## src/rtl/eoc_regs.svh

```systemverilog
// Purpose: constants of the external oscillator control block
// Assumes: 125 MHz sys_clk, AXI4-Lite register access, one word per register
// Notes:   indices are register numbers; byte address is four times the index
//
// Summary of operation
// - mode codes 000 and 001 keep the oscillator drive off, no clock out.
// - mode 010 passes the CMOS clock input, 011 adds divide-by-two.
// - mode 100 is RC with divide-by-two, 101 capacitor with divide-by-two.
// - mode 110 is crystal undivided, 111 crystal with divide-by-two.
// - every divide-by-two mode delivers a clock of 50 percent duty.
// - bit 7 is a read-only valid flag, 1 once the clock runs stably.
// - bit 3 always reads zero and ignores writes.
`ifndef EOC_REGS_SVH
`define EOC_REGS_SVH

`define EOC_ADDR_W        12
// register indices and byte addresses
`define EOC_CTRL_IDX      12'h0b1
`define EOC_IRQ_STAT_IDX  12'h0b2
`define EOC_IRQ_MASK_IDX  12'h0b3
`define EOC_CTRL_ADDR     (`EOC_CTRL_IDX * 12'h004)
`define EOC_STAT_ADDR     (`EOC_IRQ_STAT_IDX * 12'h004)
`define EOC_MASK_ADDR     (`EOC_IRQ_MASK_IDX * 12'h004)

// control register fields
`define EOC_VALID_BIT     7
`define EOC_MODE_MSB      6
`define EOC_MODE_LSB      4
`define EOC_UNUSED_BIT    3
`define EOC_FREQ_MSB      2
`define EOC_FREQ_LSB      0
`define EOC_CTRL_RESET    8'h00

// interrupt status fields
`define EOC_IRQ_ROSE_BIT  0
`define EOC_IRQ_FELL_BIT  1
`define EOC_IRQ_RESET     2'h0

// valid detector timing
`define EOC_CLK_PERIOD_NS 8
`define EOC_STALL_NS      10000
`define EOC_STALL_CYC     ((`EOC_STALL_NS + `EOC_CLK_PERIOD_NS - 1) / `EOC_CLK_PERIOD_NS)
`define EOC_VALID_EDGES   16

`define EOC_RESP_OKAY     2'h0
`define EOC_RESP_SLVERR   2'h2

`endif

```

## src/rtl/eoc_pkg.sv

```systemverilog
// Purpose: types of the external oscillator control block
// Assumes: constants come from eoc_regs.svh
// Notes:   state of each module is one packed struct
`include "eoc_regs.svh"

package eoc_pkg;

   typedef enum logic [2:0] {
      EOC_OFF_A     = 3'b000,
      EOC_OFF_B     = 3'b001,
      EOC_CMOS      = 3'b010,
      EOC_CMOS_DIV2 = 3'b011,
      EOC_RC_DIV2   = 3'b100,
      EOC_CAP_DIV2  = 3'b101,
      EOC_XTAL      = 3'b110,
      EOC_XTAL_DIV2 = 3'b111
   } eoc_mode_t;

   typedef struct packed {
      logic       rawPrev;
      logic       half;
      logic       clkOut;
   } eoc_div_state_t;

   typedef struct packed {
      logic                    awHeld;
      logic [`EOC_ADDR_W-1:0]  awAddr;
      logic                    wHeld;
      logic [7:0]              wData;
      logic                    wLane0;
      logic                    bValid;
      logic [1:0]              bResp;
      logic                    rValid;
      logic [7:0]              rData;
      logic [1:0]              rResp;
      eoc_mode_t               mode;
      logic [2:0]              freq;
      logic                    valid;
      logic [4:0]              edgeCnt;
      logic [10:0]             gapCnt;
      logic [1:0]              irqStat;
      logic [1:0]              irqMask;
      logic                    irq;
      logic                    driveEn;
      logic                    xtalEn;
      logic                    rcEn;
      logic                    capEn;
      logic                    cmosEn;
   } eoc_state_t;

endpackage

```

## src/rtl/eoc_clk_div.sv

```systemverilog
// Purpose: edge detect and optional divide-by-two of the raw oscillation
// Assumes: rawIn is synchronous to sys_clk and well below half its rate
// Notes:   the halved output toggles on rising edges only, so duty is 50%
`timescale 1ns/10ps

module eoc_clk_div (
   input  wire logic sys_clk,
   input  wire logic arst_n,
   input  wire logic rawIn,
   input  wire logic enable,
   input  wire logic halve,
   output logic      clkOut,
   output logic      rawRise
);

   eoc_pkg::eoc_div_state_t q;
   eoc_pkg::eoc_div_state_t n;

   // rising edge of the sampled raw oscillation
   assign rawRise = enable & rawIn & ~q.rawPrev;
   assign clkOut  = q.clkOut;

   // next state: pass through or toggle per raw period
   always_comb begin
      n = q;
      n.rawPrev = rawIn;
      if (!enable) begin
         n.half   = 1'b0;
         n.clkOut = 1'b0;
      end else if (halve) begin
         // raw duty is irrelevant: one toggle per period
         if (rawIn && !q.rawPrev) begin
            n.half = ~q.half;
         end
         n.clkOut = n.half;
      end else begin
         n.half   = 1'b0;
         n.clkOut = rawIn;
      end
   end

   // state register
   always_ff @(posedge sys_clk or negedge arst_n) begin
      if (!arst_n) begin
         q <= '0;
      end else begin
         q <= n;
      end
   end

endmodule

```

## src/rtl/eoc_ctrl.sv

```systemverilog
// Purpose: external oscillator control register, mode decode and valid detector
// Assumes: AXI4-Lite master keeps one write and one read outstanding at most
// Notes:   analog drive circuit lives outside; this block steers its enables
//
// The AXI4-Lite slave port was left to the implementer.
`timescale 1ns/10ps
`include "eoc_regs.svh"

module eoc_ctrl (
   input  wire logic                   sys_clk,
   input  wire logic                   arst_n,
   // AXI4-Lite slave
   input  wire logic [`EOC_ADDR_W-1:0] s_axi_awaddr,
   input  wire logic                   s_axi_awvalid,
   output logic                        s_axi_awready,
   input  wire logic [31:0]            s_axi_wdata,
   input  wire logic [3:0]             s_axi_wstrb,
   input  wire logic                   s_axi_wvalid,
   output logic                        s_axi_wready,
   output logic [1:0]                  s_axi_bresp,
   output logic                        s_axi_bvalid,
   input  wire logic                   s_axi_bready,
   input  wire logic [`EOC_ADDR_W-1:0] s_axi_araddr,
   input  wire logic                   s_axi_arvalid,
   output logic                        s_axi_arready,
   output logic [31:0]                 s_axi_rdata,
   output logic [1:0]                  s_axi_rresp,
   output logic                        s_axi_rvalid,
   input  wire logic                   s_axi_rready,
   // oscillator side
   input  wire logic                   oscillatorPinTwo,
   output logic                        oscDriveEn,
   output logic                        crystalAmpEn,
   output logic                        rcOscEn,
   output logic                        capOscEn,
   output logic                        cmosInEn,
   output logic [2:0]                  extOscFrequencyRange,
   output logic                        extOscClk,
   output logic                        extClockValidFlag,
   output logic                        irq
);

   eoc_pkg::eoc_state_t q;
   eoc_pkg::eoc_state_t n;

   logic rawRise;
   logic divClk;
   logic halveSel;
   logic doWrite;
   logic wrCtrl;
   logic wrStat;
   logic wrMask;
   logic [1:0] irqSet;
   logic [1:0] irqClr;

   // divide-by-two in every odd mode code and in the rc mode
   assign halveSel = q.mode[0] | (q.mode == eoc_pkg::EOC_RC_DIV2);

   // raw oscillation edges and derived clock
   eoc_clk_div uDiv (
      .sys_clk (sys_clk),
      .arst_n  (arst_n),
      .rawIn   (oscillatorPinTwo),
      .enable  (q.driveEn),
      .halve   (halveSel),
      .clkOut  (divClk),
      .rawRise (rawRise)
   );

   // bus handshakes: one write and one read at a time
   assign s_axi_awready = ~q.awHeld & ~q.bValid;
   assign s_axi_wready  = ~q.wHeld & ~q.bValid;
   assign s_axi_arready = ~q.rValid;
   assign s_axi_bvalid  = q.bValid;
   assign s_axi_bresp   = q.bResp;
   assign s_axi_rvalid  = q.rValid;
   assign s_axi_rresp   = q.rResp;
   assign s_axi_rdata   = {24'h000000, q.rData};

   // oscillator side outputs, all from flip-flops
   assign oscDriveEn           = q.driveEn;
   assign crystalAmpEn         = q.xtalEn;
   assign rcOscEn              = q.rcEn;
   assign capOscEn             = q.capEn;
   assign cmosInEn             = q.cmosEn;
   assign extOscFrequencyRange = q.freq;
   assign extOscClk            = divClk;
   assign extClockValidFlag    = q.valid;
   assign irq                  = q.irq;

   // write fires once both address and data are held
   assign doWrite = q.awHeld & q.wHeld & ~q.bValid;
   assign wrCtrl  = doWrite & q.wLane0 & (q.awAddr == `EOC_CTRL_ADDR);
   assign wrStat  = doWrite & q.wLane0 & (q.awAddr == `EOC_STAT_ADDR);
   assign wrMask  = doWrite & q.wLane0 & (q.awAddr == `EOC_MASK_ADDR);

   // read value of a register; unknown addresses answer with an error
   function automatic logic [9:0] readReg(input logic [`EOC_ADDR_W-1:0] addr,
                                          input eoc_pkg::eoc_state_t   s);
      logic [9:0] r;
      r = {`EOC_RESP_OKAY, 8'h00};
      if (addr == `EOC_CTRL_ADDR) begin
         // bit 3 wired to zero, valid flag on bit 7
         r[7:0] = {s.valid, s.mode, 1'b0, s.freq};
      end else if (addr == `EOC_STAT_ADDR) begin
         r[7:0] = {6'h00, s.irqStat};
      end else if (addr == `EOC_MASK_ADDR) begin
         r[7:0] = {6'h00, s.irqMask};
      end else begin
         r = {`EOC_RESP_SLVERR, 8'h00};
      end
      return r;
   endfunction

   // next state of bus, register file, detector and interrupt
   always_comb begin
      logic [9:0] rd;
      rd = 10'h000;
      n = q;
      irqSet = 2'h0;
      irqClr = 2'h0;

      // write address and data may arrive in either order
      if (s_axi_awvalid && s_axi_awready) begin
         n.awHeld = 1'b1;
         n.awAddr = s_axi_awaddr;
      end
      if (s_axi_wvalid && s_axi_wready) begin
         n.wHeld  = 1'b1;
         n.wData  = s_axi_wdata[7:0];
         n.wLane0 = s_axi_wstrb[0];
      end
      if (q.bValid && s_axi_bready) begin
         n.bValid = 1'b0;
      end
      if (doWrite) begin
         n.awHeld = 1'b0;
         n.wHeld  = 1'b0;
         n.bValid = 1'b1;
         if ((q.awAddr == `EOC_CTRL_ADDR) || (q.awAddr == `EOC_STAT_ADDR) ||
             (q.awAddr == `EOC_MASK_ADDR)) begin
            n.bResp = `EOC_RESP_OKAY;
         end else begin
            n.bResp = `EOC_RESP_SLVERR;
         end
      end

      // control write: bits 7 and 3 are dropped
      if (wrCtrl) begin
         n.mode = eoc_pkg::eoc_mode_t'(q.wData[`EOC_MODE_MSB:`EOC_MODE_LSB]);
         n.freq = q.wData[`EOC_FREQ_MSB:`EOC_FREQ_LSB];
      end
      if (wrMask) begin
         n.irqMask = q.wData[1:0];
      end
      if (wrStat) begin
         irqClr = q.wData[1:0];
      end

      // reads answer one cycle after the address is taken
      if (q.rValid && s_axi_rready) begin
         n.rValid = 1'b0;
      end
      if (s_axi_arvalid && s_axi_arready) begin
         rd = readReg(s_axi_araddr, q);
         n.rValid = 1'b1;
         n.rResp  = rd[9:8];
         n.rData  = rd[7:0];
      end

      // drive circuit enables follow the mode code
      n.driveEn = 1'b1;
      n.xtalEn  = 1'b0;
      n.rcEn    = 1'b0;
      n.capEn   = 1'b0;
      n.cmosEn  = 1'b0;
      unique case (n.mode)
         eoc_pkg::EOC_OFF_A,
         eoc_pkg::EOC_OFF_B: begin
            n.driveEn = 1'b0;
         end
         eoc_pkg::EOC_CMOS,
         eoc_pkg::EOC_CMOS_DIV2: begin
            n.cmosEn = 1'b1;
         end
         eoc_pkg::EOC_RC_DIV2: begin
            n.rcEn = 1'b1;
         end
         eoc_pkg::EOC_CAP_DIV2: begin
            n.capEn = 1'b1;
         end
         eoc_pkg::EOC_XTAL,
         eoc_pkg::EOC_XTAL_DIV2: begin
            n.xtalEn = 1'b1;
         end
      endcase

      // valid detector: enough edges with no long gap
      // a mode change restarts the count, since the old clock says nothing
      if (!q.driveEn || (n.mode != q.mode)) begin
         n.valid   = 1'b0;
         n.edgeCnt = 5'h00;
         n.gapCnt  = 11'h000;
      end else if (rawRise) begin
         n.gapCnt = 11'h000;
         if (q.edgeCnt == 5'(`EOC_VALID_EDGES - 1)) begin
            n.valid = 1'b1;
         end else begin
            n.edgeCnt = q.edgeCnt + 5'h01;
         end
      end else if (q.gapCnt == 11'(`EOC_STALL_CYC - 1)) begin
         // oscillation stopped: the clock is no longer trustworthy
         n.valid   = 1'b0;
         n.edgeCnt = 5'h00;
         n.gapCnt  = 11'h000;
      end else begin
         n.gapCnt = q.gapCnt + 11'h001;
      end

      // sticky events; a set in the clear cycle wins
      irqSet[`EOC_IRQ_ROSE_BIT] = n.valid & ~q.valid;
      irqSet[`EOC_IRQ_FELL_BIT] = ~n.valid & q.valid;
      n.irqStat = (q.irqStat & ~irqClr) | irqSet;
      n.irq     = |(n.irqStat & n.irqMask);
   end

   // state register; reset clears the control register
   always_ff @(posedge sys_clk or negedge arst_n) begin
      if (!arst_n) begin
         q         <= '0;
         q.mode    <= eoc_pkg::eoc_mode_t'(3'(`EOC_CTRL_RESET >> `EOC_MODE_LSB));
         q.freq    <= 3'(`EOC_CTRL_RESET);
         q.irqStat <= `EOC_IRQ_RESET;
         q.irqMask <= `EOC_IRQ_RESET;
      end else begin
         q <= n;
      end
   end

endmodule

```

## config.mk

```make
export PLATFORM = sky130hd
export DESIGN_NAME = eoc_ctrl
export DESIGN_NICKNAME = d
export VERILOG_FILES = /design/src/rtl/eoc_pkg.sv /design/src/rtl/eoc_clk_div.sv /design/src/rtl/eoc_ctrl.sv
export VERILOG_INCLUDE_DIRS = /design/src /design/src/rtl
export SDC_FILE = /design/constraint.sdc
export NUM_CORES = 1
export LEC_CHECK = 0
export BUFFER_PORTS_ARGS = -buffer_cell sky130_fd_sc_hd__buf_4
export CORE_AREA = 2 2 86 88
export DETAILED_ROUTE_END_ITERATION = 6
export DIE_AREA = 0 0 88 90
export PLACE_DENSITY = 0.78
export SLEW_MARGIN = 20
export SYNTH_ARGS = -nofsm -noshare
export SYNTH_HDL_FRONTEND = slang
export SYNTH_SLANG_ARGS = --single-unit
```

## constraint.sdc

```tcl
create_clock -name sys_clk -period 2.9 [get_ports sys_clk]
set_input_delay 0.145 -clock sys_clk [delete_from_list [all_inputs] [get_ports sys_clk]]
set_output_delay 0.145 -clock sys_clk [all_outputs]
set_load 0.1 [all_outputs]
```

==> reports/summary.log, run 1 <==
[placement] setup slack at placement 0.651 ns
[global_routing] wire length of the first global-routing pass 10.2 mm
[clock_network] clk slew on worst S/H paths 0.07 ns
[detailed_routing] routed vias 2380
[status] status finished, final reports clean
[clock_network] total setup buffers inserted after CTS 0
[logic_synthesis] Syn Inst Count 315
[detailed_routing] drt first-iter violations 113
[pwr] areal power density over the cells 703 nW/µm²
[worst_hold_path] hold path depth 3
[detailed_routing] Via-to-Cell Ratio 5.00
[sta] worst hold slack 0.0130 ns
[layout] Layout Nets 445
[placement] detailed-placement wirelength estimate 4.41 mm
[placement] weighted congestion at the end of routability-driven global placement 0.790
[layout] fraction of final layout cells sized beyond drive strength 1 29.2%
[global_routing] number of antenna violations at the first check in global routing 0
[detailed_routing] DRC Markers 0
[logic_synthesis] FF+latch count, synth 68
[worst_hold_path] Hold Crit Class input pin to flop
[global_routing] aggregate global-route resource usage 16.5%
[detailed_routing] number of iterations in the first detailed-routing pass 4
[global_routing] sum of overflow across all layers after global routing 0
[clock_network] hold buffers post-CTS 4
[sta] final total negative setup slack 0 ns
[pwr] Pleak 1.84 nW
[logic_synthesis] fraction of the yosys area taken by sequential cells 50.6%
[sta] Fmax 0.453 GHz
[sta] fin worst setup slack 0.693 ns
[sta] fraction of the cycle the final worst path needs 76.1%
[floorplanning] Rows 31
[detailed_routing] average wire per standard cell 12.9 µm
[layout] share of the core filled with cells in the final layout 56.0%
[logic_synthesis] cell area after synthesis 3360 µm²
[worst_hold_path] Hold Crit Endpoint q[54]
[setup_path] critical path type flop to flop
[setup_path] worst endpoint data arrival time 2.41 ns
[worst_hold_path] origin of the worst min-delay path s_axi_wdata[6]
[sta] number of hold violations in the final report 0
[logic_synthesis] Yosys cell types 51
[clock_network] clock network latency to the later pin of the worst-skew pair 0.34 ns
[run] count of max-cap constraint violations 0
[logic_synthesis] share of synthesized registers carrying an async set or reset 100%
[floorplanning] core area 7020 µm²
[floorplanning] die extent in x 88 µm
[setup_path] worst reg2reg path endpoint q[23]
[detailed_routing] number of nets with antenna violations after detailed routing 0
[floorplanning] vertical die dimension 90 µm
[placement] number of port buffers 63
[sta] clock skew after layout 0.00706 ns
[setup_path] startpoint types flop
[layout] commonest cells after routing, fill and taps aside 68 x sky130_fd_sc_hd__dfrtp_1, 65 x sky130_fd_sc_hd__buf_4, 31 x sky130_fd_sc_hd__nand2_1, 27 x sky130_fd_sc_hd__conb_1, 26 x sky130_fd_sc_hd__nor2_1
[sta] final max-slew violation count 0
[logic_synthesis] Synth warnings 0
[detailed_routing] final routed wirelength across all metal layers 6.15 mm
[setup_path] Register-to-Register Setup Slack 0.69 ns
[logic_synthesis] commonest register cell after synthesis sky130_fd_sc_hd__dfrtp_1
[global_routing] vias in the first global route 2206
[setup_path] FF-to-FF path depth 5
[clock_network] clock root cell sky130_fd_sc_hd__clkbuf_8
[floorplanning] effective utilization at floorplan 47.9%
[clock_network] number of sinks on the clock net 68
[setup_path] CP Capture Type flop
[sta] Worst Tran Pin Value 0.841 ns
[pwr] largest voltage drop on the vdd net 0.398 mV
[floorplanning] Total Die Area 7920 µm²
[setup_path] launching point of the worst reg2reg path q[58]
[sta] worst slew slack as a fraction of its limit 44.0%
[logic_synthesis] number of synthesized flops with an enable pin 0
[clock_network] worst-case clock buffer depth 2
[sta] number of setup violations in the final report 0
[sta] minimum clock period 2.21 ns
[setup_path] worst endpoint required time 3.10 ns
[layout] most common library cell in the layout ignoring fill and taps sky130_fd_sc_hd__dfrtp_1
[sta] RSZ-0062 raised after global routing false
[layout] # fillers 614
[floorplanning] ports placed on the boundary 120
[clock_network] CTS tree built
[clock_network] count of cells resized by post-cts repair 0
[global_routing] pin count of the biggest net entering global routing 69
[layout] Area growth syn-to-layout 16.9%
[layout] count of antenna diodes in the layout 0
[logic_synthesis] average cell area after synthesis 10.7 µm²
[clock_network] total CTS buffers 9
[setup_path] Crit Path Max Fanout 14
[clock_network] Clock H-tree levels 3
==> per-stage QoR <==
step	total power, mW	cell area, µm²	std cells
after floorplan	1.98	3460	341
after global placement	2.11	3740	457
after detailed placement	2.14	3740	457
after CTS	2.79	3930	476
after global routing	2.92	3930	476
final	2.76	3930	476
==> power by group <==
group | switching (mW) | internal, mW | total, mW
logic | 0.578 | 0.275 | 0.854
registers | 0.151 | 1.11 | 1.26
clock network | 0.348 | 0.297 | 0.645
total | 1.08 | 1.69 | 2.76
==> cells in the mapped netlist (3+ instances only) <==
master                     count  area share, %
sky130_fd_sc_hd__o21ai_0      12            1.8
sky130_fd_sc_hd__buf_4        40            8.9
sky130_fd_sc_hd__xor2_1        4            1.0
sky130_fd_sc_hd__nor2_1       27            3.0
sky130_fd_sc_hd__a22o_1        6            1.6
sky130_fd_sc_hd__nand4b_1      3           0.78
sky130_fd_sc_hd__inv_1        13            1.5
sky130_fd_sc_hd__clkbuf_1      6           0.67
sky130_fd_sc_hd__nand2_1      31            3.5
sky130_fd_sc_hd__nand3_1      12            1.8
sky130_fd_sc_hd__nor3_1        4           0.60
sky130_fd_sc_hd__xnor2_1       9            2.3
sky130_fd_sc_hd__dfrtp_1      68             51
sky130_fd_sc_hd__a21oi_1       3           0.45
sky130_fd_sc_hd__a31oi_1       3           0.56
sky130_fd_sc_hd__ha_1          4            1.5
sky130_fd_sc_hd__mux2_2       20            6.7
sky130_fd_sc_hd__and3_1        4           0.74
sky130_fd_sc_hd__nor2b_1       5           0.93
sky130_fd_sc_hd__o31ai_1       3           0.67
==> per-layer routing <==
metal  global-route usage, %  wire length [µm]  vias to the layer above
li1                        -                 -                     1138
met1                    22.1              2760                     1144
met2                    24.4              2880                       85
met3                    5.14               374                       13
met4                    7.69               138                        0
met5                       0                 0                        -
==> registers in the layout (all words and copies together), names as in the netlist, 2 cells and up <==
register,cells
extOscFrequencyRange,3
q,44
s_axi_rdata,7
uDiv.q,2
==> kinds of logic (layout without fill, tap and decap cells) <==
kind of cell	count (synthesis)	count (layout)	synth area share [%]
adders and majority gates	4	4	1.49
muxes	21	21	6.99
buffers and inverters	61	97	11.5
and+or+nand+nor	106	106	16.7
AOI/OAI and AO/OA	41	41	9.23
DFF	68	68	50.6
xor gates and xnor gates	13	13	3.39
other	1	27	0.112
==> layout make-up <==
| class | count | area (µm²) | share of cell area, % |
|---|---|---|---|
| flip-flops and latches | 68 | 1700 | 43.3 |
| repair buffers | 69 | 528 | 13.4 |
| multi-input cells | 212 | 1370 | 34.9 |
| inverters | 13 | 48.8 | 1.24 |
| clock buffers | 9 | 124 | 3.15 |
| well taps | 99 | 124 | 3.15 |
| clock inverters | 6 | 32.5 | 0.827 |
==> worst max-delay path by stage <==
stage,to,depth (start not counted),start
2_1_floorplan,q[47],4,s_axi_bvalid
3_3_place_gp,q[23],5,q[58]
3_5_place_dp,q[24],5,q[58]
4_1_cts,q[23],5,q[58]
5_1_grt,q[23],5,q[58]
6_report,q[23],5,q[58]
==> worst max-delay path, cell delays in order, from the launching register on <==
cell and delay (ns):
sky130_fd_sc_hd__dfrtp_1 0.38, sky130_fd_sc_hd__or4_4 0.58, sky130_fd_sc_hd__nor4_4 0.35, sky130_fd_sc_hd__a21o_4 0.21, sky130_fd_sc_hd__or2_1 0.42, sky130_fd_sc_hd__a31oi_1 0.14
No activity file was read; power rests on OpenSTA's default activity.
==> inputs of run 2 (changes only) <==
--- a/config.mk
+++ b/config.mk
@@ -7,10 +7,10 @@
 export NUM_CORES = 1
 export LEC_CHECK = 0
 export BUFFER_PORTS_ARGS = -buffer_cell sky130_fd_sc_hd__buf_4
-export CORE_AREA = 2 2 86 88
+export CORE_AREA = 2 2 90 92
 export DETAILED_ROUTE_END_ITERATION = 6
-export DIE_AREA = 0 0 88 90
-export PLACE_DENSITY = 0.78
+export DIE_AREA = 0 0 92 94
+export PLACE_DENSITY = 0.75
 export SLEW_MARGIN = 20
 export SYNTH_ARGS = -nofsm -noshare
 export SYNTH_HDL_FRONTEND = slang
==> constraint.sdc (replaced) <==
create_clock -name sys_clk -period 1.9 [get_ports sys_clk]
set_input_delay 0.095 -clock sys_clk [delete_from_list [all_inputs] [get_ports sys_clk]]
set_output_delay 0.095 -clock sys_clk [all_outputs]
set_load 0.1 [all_outputs]
==> reports/summary.log, run 2 (same netlist as run 1, synthesis figures left out) <==
[pwr] Pleak 2.14 nW
[global_routing] wire length of the first global-routing pass 11.8 mm
[setup_path] critical path type flop to flop
[layout] # fillers 624
[global_routing] aggregate global-route resource usage 17.7%
[detailed_routing] number of nets with antenna violations after detailed routing 0
[floorplanning] core area 7610 µm²
[clock_network] number of sinks on the clock net 68
[detailed_routing] final routed wirelength across all metal layers 7.26 mm
[floorplanning] vertical die dimension 94 µm
[layout] top register by number of flip-flops q
[sta] RSZ-0062 raised after global routing true
[sta] number of setup violations in the final report 18
[global_routing] number of antenna violations at the first check in global routing 0
[placement] number of port buffers 63
[floorplanning] ports placed on the boundary 120
[setup_path] library cell contributing the largest single delay on the critical path sky130_fd_sc_hd__or4_4
[setup_path] FF-to-FF path depth 6
[placement] Placement Cell Area 4010 µm²
[detailed_routing] DRC Markers 0
[layout] count of antenna diodes in the layout 0
[sta] clock skew after layout 0.00670 ns
[layout] Layout Nets 500
[sta] final max-slew violation count 0
[clock_network] total CTS buffers 9
[global_routing] pin count of the biggest net entering global routing 45
[worst_hold_path] Hold Crit Class input pin to flop
[floorplanning] Rows 32
[detailed_routing] routed vias 2570
[sta] Fmax 0.493 GHz
[pwr] areal power density over the cells 1030 nW/µm²
[sta] fin worst setup slack -0.129 ns
[placement] setup slack at placement -0.137 ns
[global_routing] sum of overflow across all layers after global routing 0
[setup_path] CP Capture Type flop
[floorplanning] Total Die Area 8650 µm²
[detailed_routing] Via-to-Cell Ratio 4.80
[clock_network] clk slew on worst S/H paths 0.07 ns
[layout] commonest cells after routing, fill and taps aside 93 x sky130_fd_sc_hd__buf_4, 65 x sky130_fd_sc_hd__dfrtp_1, 27 x sky130_fd_sc_hd__conb_1, 26 x sky130_fd_sc_hd__nand2_1, 23 x sky130_fd_sc_hd__dlygate4sd3_1
[sta] minimum clock period 2.03 ns
[clock_network] clock network latency to the later pin of the worst-skew pair 0.35 ns
[global_routing] vias in the first global route 2490
[sta] fraction of the cycle the final worst path needs 107%
[layout] share of the core filled with cells in the final layout 61.4%
[pwr] largest voltage drop on the vdd net 0.762 mV
[setup_path] cell-by-cell trace of the critical path or4_4 -> nor4_4 -> buf_4 -> a211oi_4 -> a31oi_1 -> a31oi_2
[setup_path] startpoint types flop
[run] count of max-cap constraint violations 0
[worst_hold_path] hold path depth 4
[detailed_routing] average wire per standard cell 13.6 µm
[floorplanning] die extent in x 92 µm
[clock_network] clock root cell sky130_fd_sc_hd__clkbuf_8
[layout] sequential standard cell area 1710 µm²
[clock_network] worst-case clock buffer depth 2
[setup_path] count of cell instances traversed by the critical path 6
[setup_path] delay of the slowest critical-path stage 0.58 ns
[pwr] Final Total Pwr 4.81 mW
[detailed_routing] number of iterations in the first detailed-routing pass 4
[status] status finished, violations left
[setup_path] worst endpoint required time 2.12 ns
[clock_network] Clock H-tree levels 3
[detailed_routing] drt first-iter violations 116
[layout] Area growth syn-to-layout 38.8%
[layout] flip-flop count of the largest register, all copies and words added 44
[layout] area of the multi-input gates 1530 µm²
[layout] fraction of final layout cells sized beyond drive strength 1 41.8%
[sta] worst slew slack as a fraction of its limit 64.1%
[sta] worst hold slack 0.0755 ns
[layout] most common library cell in the layout ignoring fill and taps sky130_fd_sc_hd__buf_4
[sta] Worst Tran Pin Value 0.539 ns
[placement] detailed-placement wirelength estimate 4.91 mm
[sta] number of hold violations in the final report 0
[setup_path] worst endpoint data arrival time 2.25 ns
[setup_path] Crit Path Max Fanout 4
[setup_path] combined buffer and inverter count along the critical path 1
[status] failing checks negative setup slack
[layout] post-route cell area 4670 µm²
[clock_network] CTS tree built
[placement] weighted congestion at the end of routability-driven global placement 0.799
[setup_path] Crit path max-delay family simple AND/OR/NAND/NOR gates
[floorplanning] effective utilization at floorplan 44.2%
run 2: final timing paths:
| check | startpoint | end | slack (ns) |
|---|---|---|---|
| min in group asynchronous | arst_n | crystalAmpEn | 0.27 |
| hold reg to reg | q[50] | extOscFrequencyRange[2] | 0.49 |
| setup / recovery | q[58] | q[23] | -0.13 |
| hold / removal | s_axi_araddr[2] | s_axi_rresp[1] | 0.08 |
| setup reg to reg | q[58] | q[23] | -0.13 |
| max in group asynchronous | arst_n | q[10] | 1.03 |
run 2: final cells by class:
type / instances / area share (%)
clock buffers: 10 / 2.73
clock inverters: 6 / 1.90
inverters: 13 / 1.13
multi-input cells: 212 / 32.7
flip-flops and latches: 68 / 36.6
well taps: 102 / 2.73
repair buffers: 124 / 22.2
run 2: worst reg2reg max path, cell delays in order (launching register included):
cell and delay (ns):
sky130_fd_sc_hd__dfrtp_1 0.38, sky130_fd_sc_hd__or4_4 0.58, sky130_fd_sc_hd__nor4_4 0.36, sky130_fd_sc_hd__buf_4 0.20, sky130_fd_sc_hd__a211oi_4 0.07, sky130_fd_sc_hd__a31oi_1 0.25, sky130_fd_sc_hd__a31oi_2 0.06
run 2: through the flow:
step                cells  TNS (ns)
finish                535     -1.47
global route          535     -3.56
CTS                   531    -0.679
detailed placement    491     -1.31
global placement      491    -0.538
floorplan             341    -0.733
run 2: metal layers:
metal  vias up  global-route usage, %  share of wire (%)
li1       1245                      -                  -
met1      1243                   22.4                 43
met2        69                   28.7                 50
met3        13                   3.21                4.6
met4         0                   9.83                2.3
met5         -                      0                  0
run 2: repair_timing:
| item | 4_1_cts | 5_1_grt |
|---|---|---|
| hold endpoints to repair | 64 | 0 |
| gates cloned | 0 | 1 |
| hold buffers | 23 | 0 |
| resized for setup | 12 | 30 |
| setup buffers | 1 | 4 |
| endpoints found under the setup margin | 19 | 32 |
| pin swaps | 2 | 11 |
run 2: where the power goes:
group	internal [mW]	total, mW	switching [mW]
clock network	0.738	1.30	0.557
logic	0.594	1.65	1.06
registers	1.71	1.86	0.152
total	3.04	4.81	1.77
==> inputs of run 3 (changes only) <==
--- a/config.mk
+++ b/config.mk
@@ -6,10 +6,12 @@
 export SDC_FILE = /design/constraint.sdc
 export NUM_CORES = 1
 export LEC_CHECK = 0
+export ABC_AREA = 1
 export BUFFER_PORTS_ARGS = -buffer_cell sky130_fd_sc_hd__buf_4
-export CORE_AREA = 2 2 90 92
+export CORE_AREA = 2 2 91 93
 export DETAILED_ROUTE_END_ITERATION = 6
-export DIE_AREA = 0 0 92 94
+export DIE_AREA = 0 0 93 95
+export GPL_ROUTABILITY_DRIVEN = 0
 export PLACE_DENSITY = 0.75
 export SLEW_MARGIN = 20
 export SYNTH_ARGS = -nofsm -noshare
==> reports/summary.log, run 3 <==
[sta] clock skew after layout 0.0101 ns
[detailed_routing] final routed wirelength across all metal layers 6.71 mm
[placement] number of port buffers 63
[floorplanning] ports placed on the boundary 120
[sta] number of setup violations in the final report 0
[sta] final total negative setup slack 0 ns
[logic_synthesis] FF+latch count, synth 68
[global_routing] aggregate global-route resource usage 16.2%
[logic_synthesis] Yosys cell types 38
[clock_network] CTS tree built
[global_routing] pin count of the biggest net entering global routing 48
[pwr] areal power density over the cells 1070 nW/µm²
[logic_synthesis] fraction of the yosys area taken by sequential cells 48.5%
[placement] total placed cells including tap cells 548
[detailed_routing] drt first-iter violations 133
[run] count of max-cap constraint violations 0
[clock_network] clock root cell sky130_fd_sc_hd__clkbuf_8
[setup_path] worst endpoint data arrival time 1.98 ns
[layout] Area growth syn-to-layout 24.7%
[layout] fraction of final layout cells sized beyond drive strength 1 27.3%
[setup_path] worst reg2reg path endpoint q[21]
[pwr] switching pwr 1.82 mW
[clock_network] total CTS buffers 9
[setup_path] CP Capture Type flop
[clock_network] number of sinks on the clock net 68
[logic_synthesis] Synth warnings 0
[pwr] relative contribution of the clock network to total power 28.0%
[placement] Placement Cell Area 3980 µm²
[floorplanning] effective utilization at floorplan 44.3%
[logic_synthesis] share of synthesized registers carrying an async set or reset 100%
[floorplanning] Rows 33
[layout] Layout Cells excl Fill 582
[floorplanning] Total Die Area 8840 µm²
[pwr] Pleak 2.14 nW
[setup_path] launching point of the worst reg2reg path s_axi_bvalid
[layout] # fillers 711
[layout] flip-flop count of the largest register, all copies and words added 44
[floorplanning] vertical die dimension 95 µm
[sta] number of hold violations in the final report 0
[logic_synthesis] number of synthesized flops with an enable pin 0
[setup_path] Register-to-Register Setup Slack 0.15 ns
[layout] commonest cells after routing, fill and taps aside 70 x sky130_fd_sc_hd__buf_4, 65 x sky130_fd_sc_hd__nand2_1, 65 x sky130_fd_sc_hd__dfrtp_1, 46 x sky130_fd_sc_hd__inv_1, 44 x sky130_fd_sc_hd__nor2_1
[pwr] Final Total Pwr 4.70 mW
[logic_synthesis] Post-synth top cells 68 x sky130_fd_sc_hd__dfrtp_1, 68 x sky130_fd_sc_hd__nand2_1, 48 x sky130_fd_sc_hd__inv_1
[setup_path] Crit Path Max Fanout 7
[setup_path] worst endpoint required time 2.13 ns
[clock_network] Clock H-tree levels 3
[global_routing] wire length of the first global-routing pass 11.4 mm
[layout] most common library cell in the layout ignoring fill and taps sky130_fd_sc_hd__buf_4
[clock_network] worst-case clock buffer depth 2
[layout] share of the core filled with cells in the final layout 55.2%
[layout] post-route cell area 4380 µm²
[detailed_routing] average wire per standard cell 11.5 µm
[pwr] largest voltage drop on the vdd net 0.829 mV
[pwr] design internal power 2.87 mW
[sta] Fmax 0.571 GHz
[pwr] Logic pwr share 31.7%
[global_routing] number of antenna violations at the first check in global routing 0
[detailed_routing] routed vias 2692
[sta] worst slew slack as a fraction of its limit 61.0%
[detailed_routing] number of nets with antenna violations after detailed routing 0
[global_routing] vias in the first global route 2667
[setup_path] startpoint types flop
[pwr] proportion of power drawn by flip-flops and latches 40.3%
[sta] Worst Tran Pin Value 0.585 ns
[detailed_routing] Via-to-Cell Ratio 4.63
[sta] minimum clock period 1.75 ns
[setup_path] FF-to-FF path depth 10
[sta] fraction of the cycle the final worst path needs 92.2%
[layout] top register by number of flip-flops q
[status] status finished, final reports clean
[placement] detailed-placement wirelength estimate 4.95 mm
[worst_hold_path] Hold Crit Class input pin to flop
[floorplanning] die extent in x 93 µm
[logic_synthesis] commonest register cell after synthesis sky130_fd_sc_hd__dfrtp_1
[logic_synthesis] average cell area after synthesis 8.94 µm²
[setup_path] crit path from s_axi_bvalid
[layout] count of antenna diodes in the layout 0
[setup_path] critical path type flop to flop
[sta] final max-slew violation count 0
[layout] Layout Nets 544
[clock_network] clk slew on worst S/H paths 0.08 ns
[detailed_routing] number of iterations in the first detailed-routing pass 4
[logic_synthesis] cell area after synthesis 3510 µm²
[logic_synthesis] area share of the largest cell type after synthesis 48.5%
[floorplanning] core area 7930 µm²
[setup_path] timing endpoint of the critical path q[21]
[logic_synthesis] cell accounting for the most synthesized area sky130_fd_sc_hd__dfrtp_1
[detailed_routing] DRC Markers 0
[logic_synthesis] Syn Inst Count 393
[pwr] Switching Fraction 38.8%
[global_routing] sum of overflow across all layers after global routing 0
[logic_synthesis] main area contributors after synthesis sky130_fd_sc_hd__dfrtp_1 48%, sky130_fd_sc_hd__buf_4 8.3%, sky130_fd_sc_hd__nand2_1 7.3%
[clock_network] clock network latency to the later pin of the worst-skew pair 0.34 ns
run 3: timing repair:
action | in CTS | in global routing
hold buffers | 15 | 0
gates resized for setup | 0 | 2
setup buffers | 0 | 3
endpoints found under the hold margin | 58 | 0
endpoints found under the setup margin | 0 | 5
run 3: critical path, stage by stage (launching register included):
cell and delay [ns]:
sky130_fd_sc_hd__dfrtp_4 0.52, sky130_fd_sc_hd__inv_2 0.09, sky130_fd_sc_hd__nand3_4 0.11, sky130_fd_sc_hd__nor2_8 0.19
sky130_fd_sc_hd__nand3_4 0.11, sky130_fd_sc_hd__nor3_4 0.16, sky130_fd_sc_hd__nor2_4 0.09, sky130_fd_sc_hd__nand4_4 0.12
sky130_fd_sc_hd__nand2_2 0.11, sky130_fd_sc_hd__nand2_1 0.07, sky130_fd_sc_hd__nand2_1 0.05
run 3: per-layer routing:
layer	GRT usage [%]	share of wire, %
met4	7.72	2.0
met5	0	0
met1	20.2	45
met3	2.55	4.5
met2	27.7	49
run 3: logic make-up after synthesis:
| group | Yosys count | share of synthesized area (%) |
|---|---|---|
| fa+ha+maj | 4 | 1.43 |
| simple gates | 177 | 25.7 |
| xor+xnor | 6 | 1.50 |
| buf+inv | 93 | 14.5 |
| other cells | 1 | 0.107 |
| mux | 7 | 2.24 |
| compound gates | 37 | 6.02 |
| flops | 68 | 48.5 |
run 3: worst min-delay path by stage:
stage,cells past startpoint,end,slack (ns),from
after global placement,1,q[67],0.14,arst_n
after detailed placement,1,s_axi_bvalid,0.15,arst_n
after floorplan,0,capOscEn,-0.20,arst_n
after CTS,3,q[65],0.0001,s_axi_awaddr[8]
after global routing,3,q[52],0.003,s_axi_wdata[4]
final,3,q[65],0.009,s_axi_awaddr[8]
run 3: metrics by stage:
stage                     worst slack (ns)  hold WS (ns)
after global routing              -0.00593       0.00343
final                                0.149       0.00920
after CTS                           0.0552      0.000137
after floorplan                     0.0293        -0.201
after detailed placement            0.0791         0.148
after global placement               0.135         0.141
run 3: final cells by class:
| type | instances | area [µm²] | area share (%) |
|---|---|---|---|
| tap | 105 | 131 | 3.00 |
| multi-input combinational | 258 | 1430 | 32.6 |
| clock buffer | 10 | 138 | 3.14 |
| inverter | 49 | 188 | 4.29 |
| timing repair buffer | 86 | 696 | 15.9 |
| sequential | 68 | 1710 | 39.1 |
| clock inverter | 6 | 87.6 | 2.00 |
run 3: power by group through the flow:
stage	combinational (mW)	sequential [mW]	clock (mW)
finish	1.49	1.89	1.31
detailed placement	1.45	1.91	0
CTS	1.48	1.89	1.34
floorplan	1.16	1.96	0
global placement	1.43	1.90	0
global route	1.61	1.92	1.41
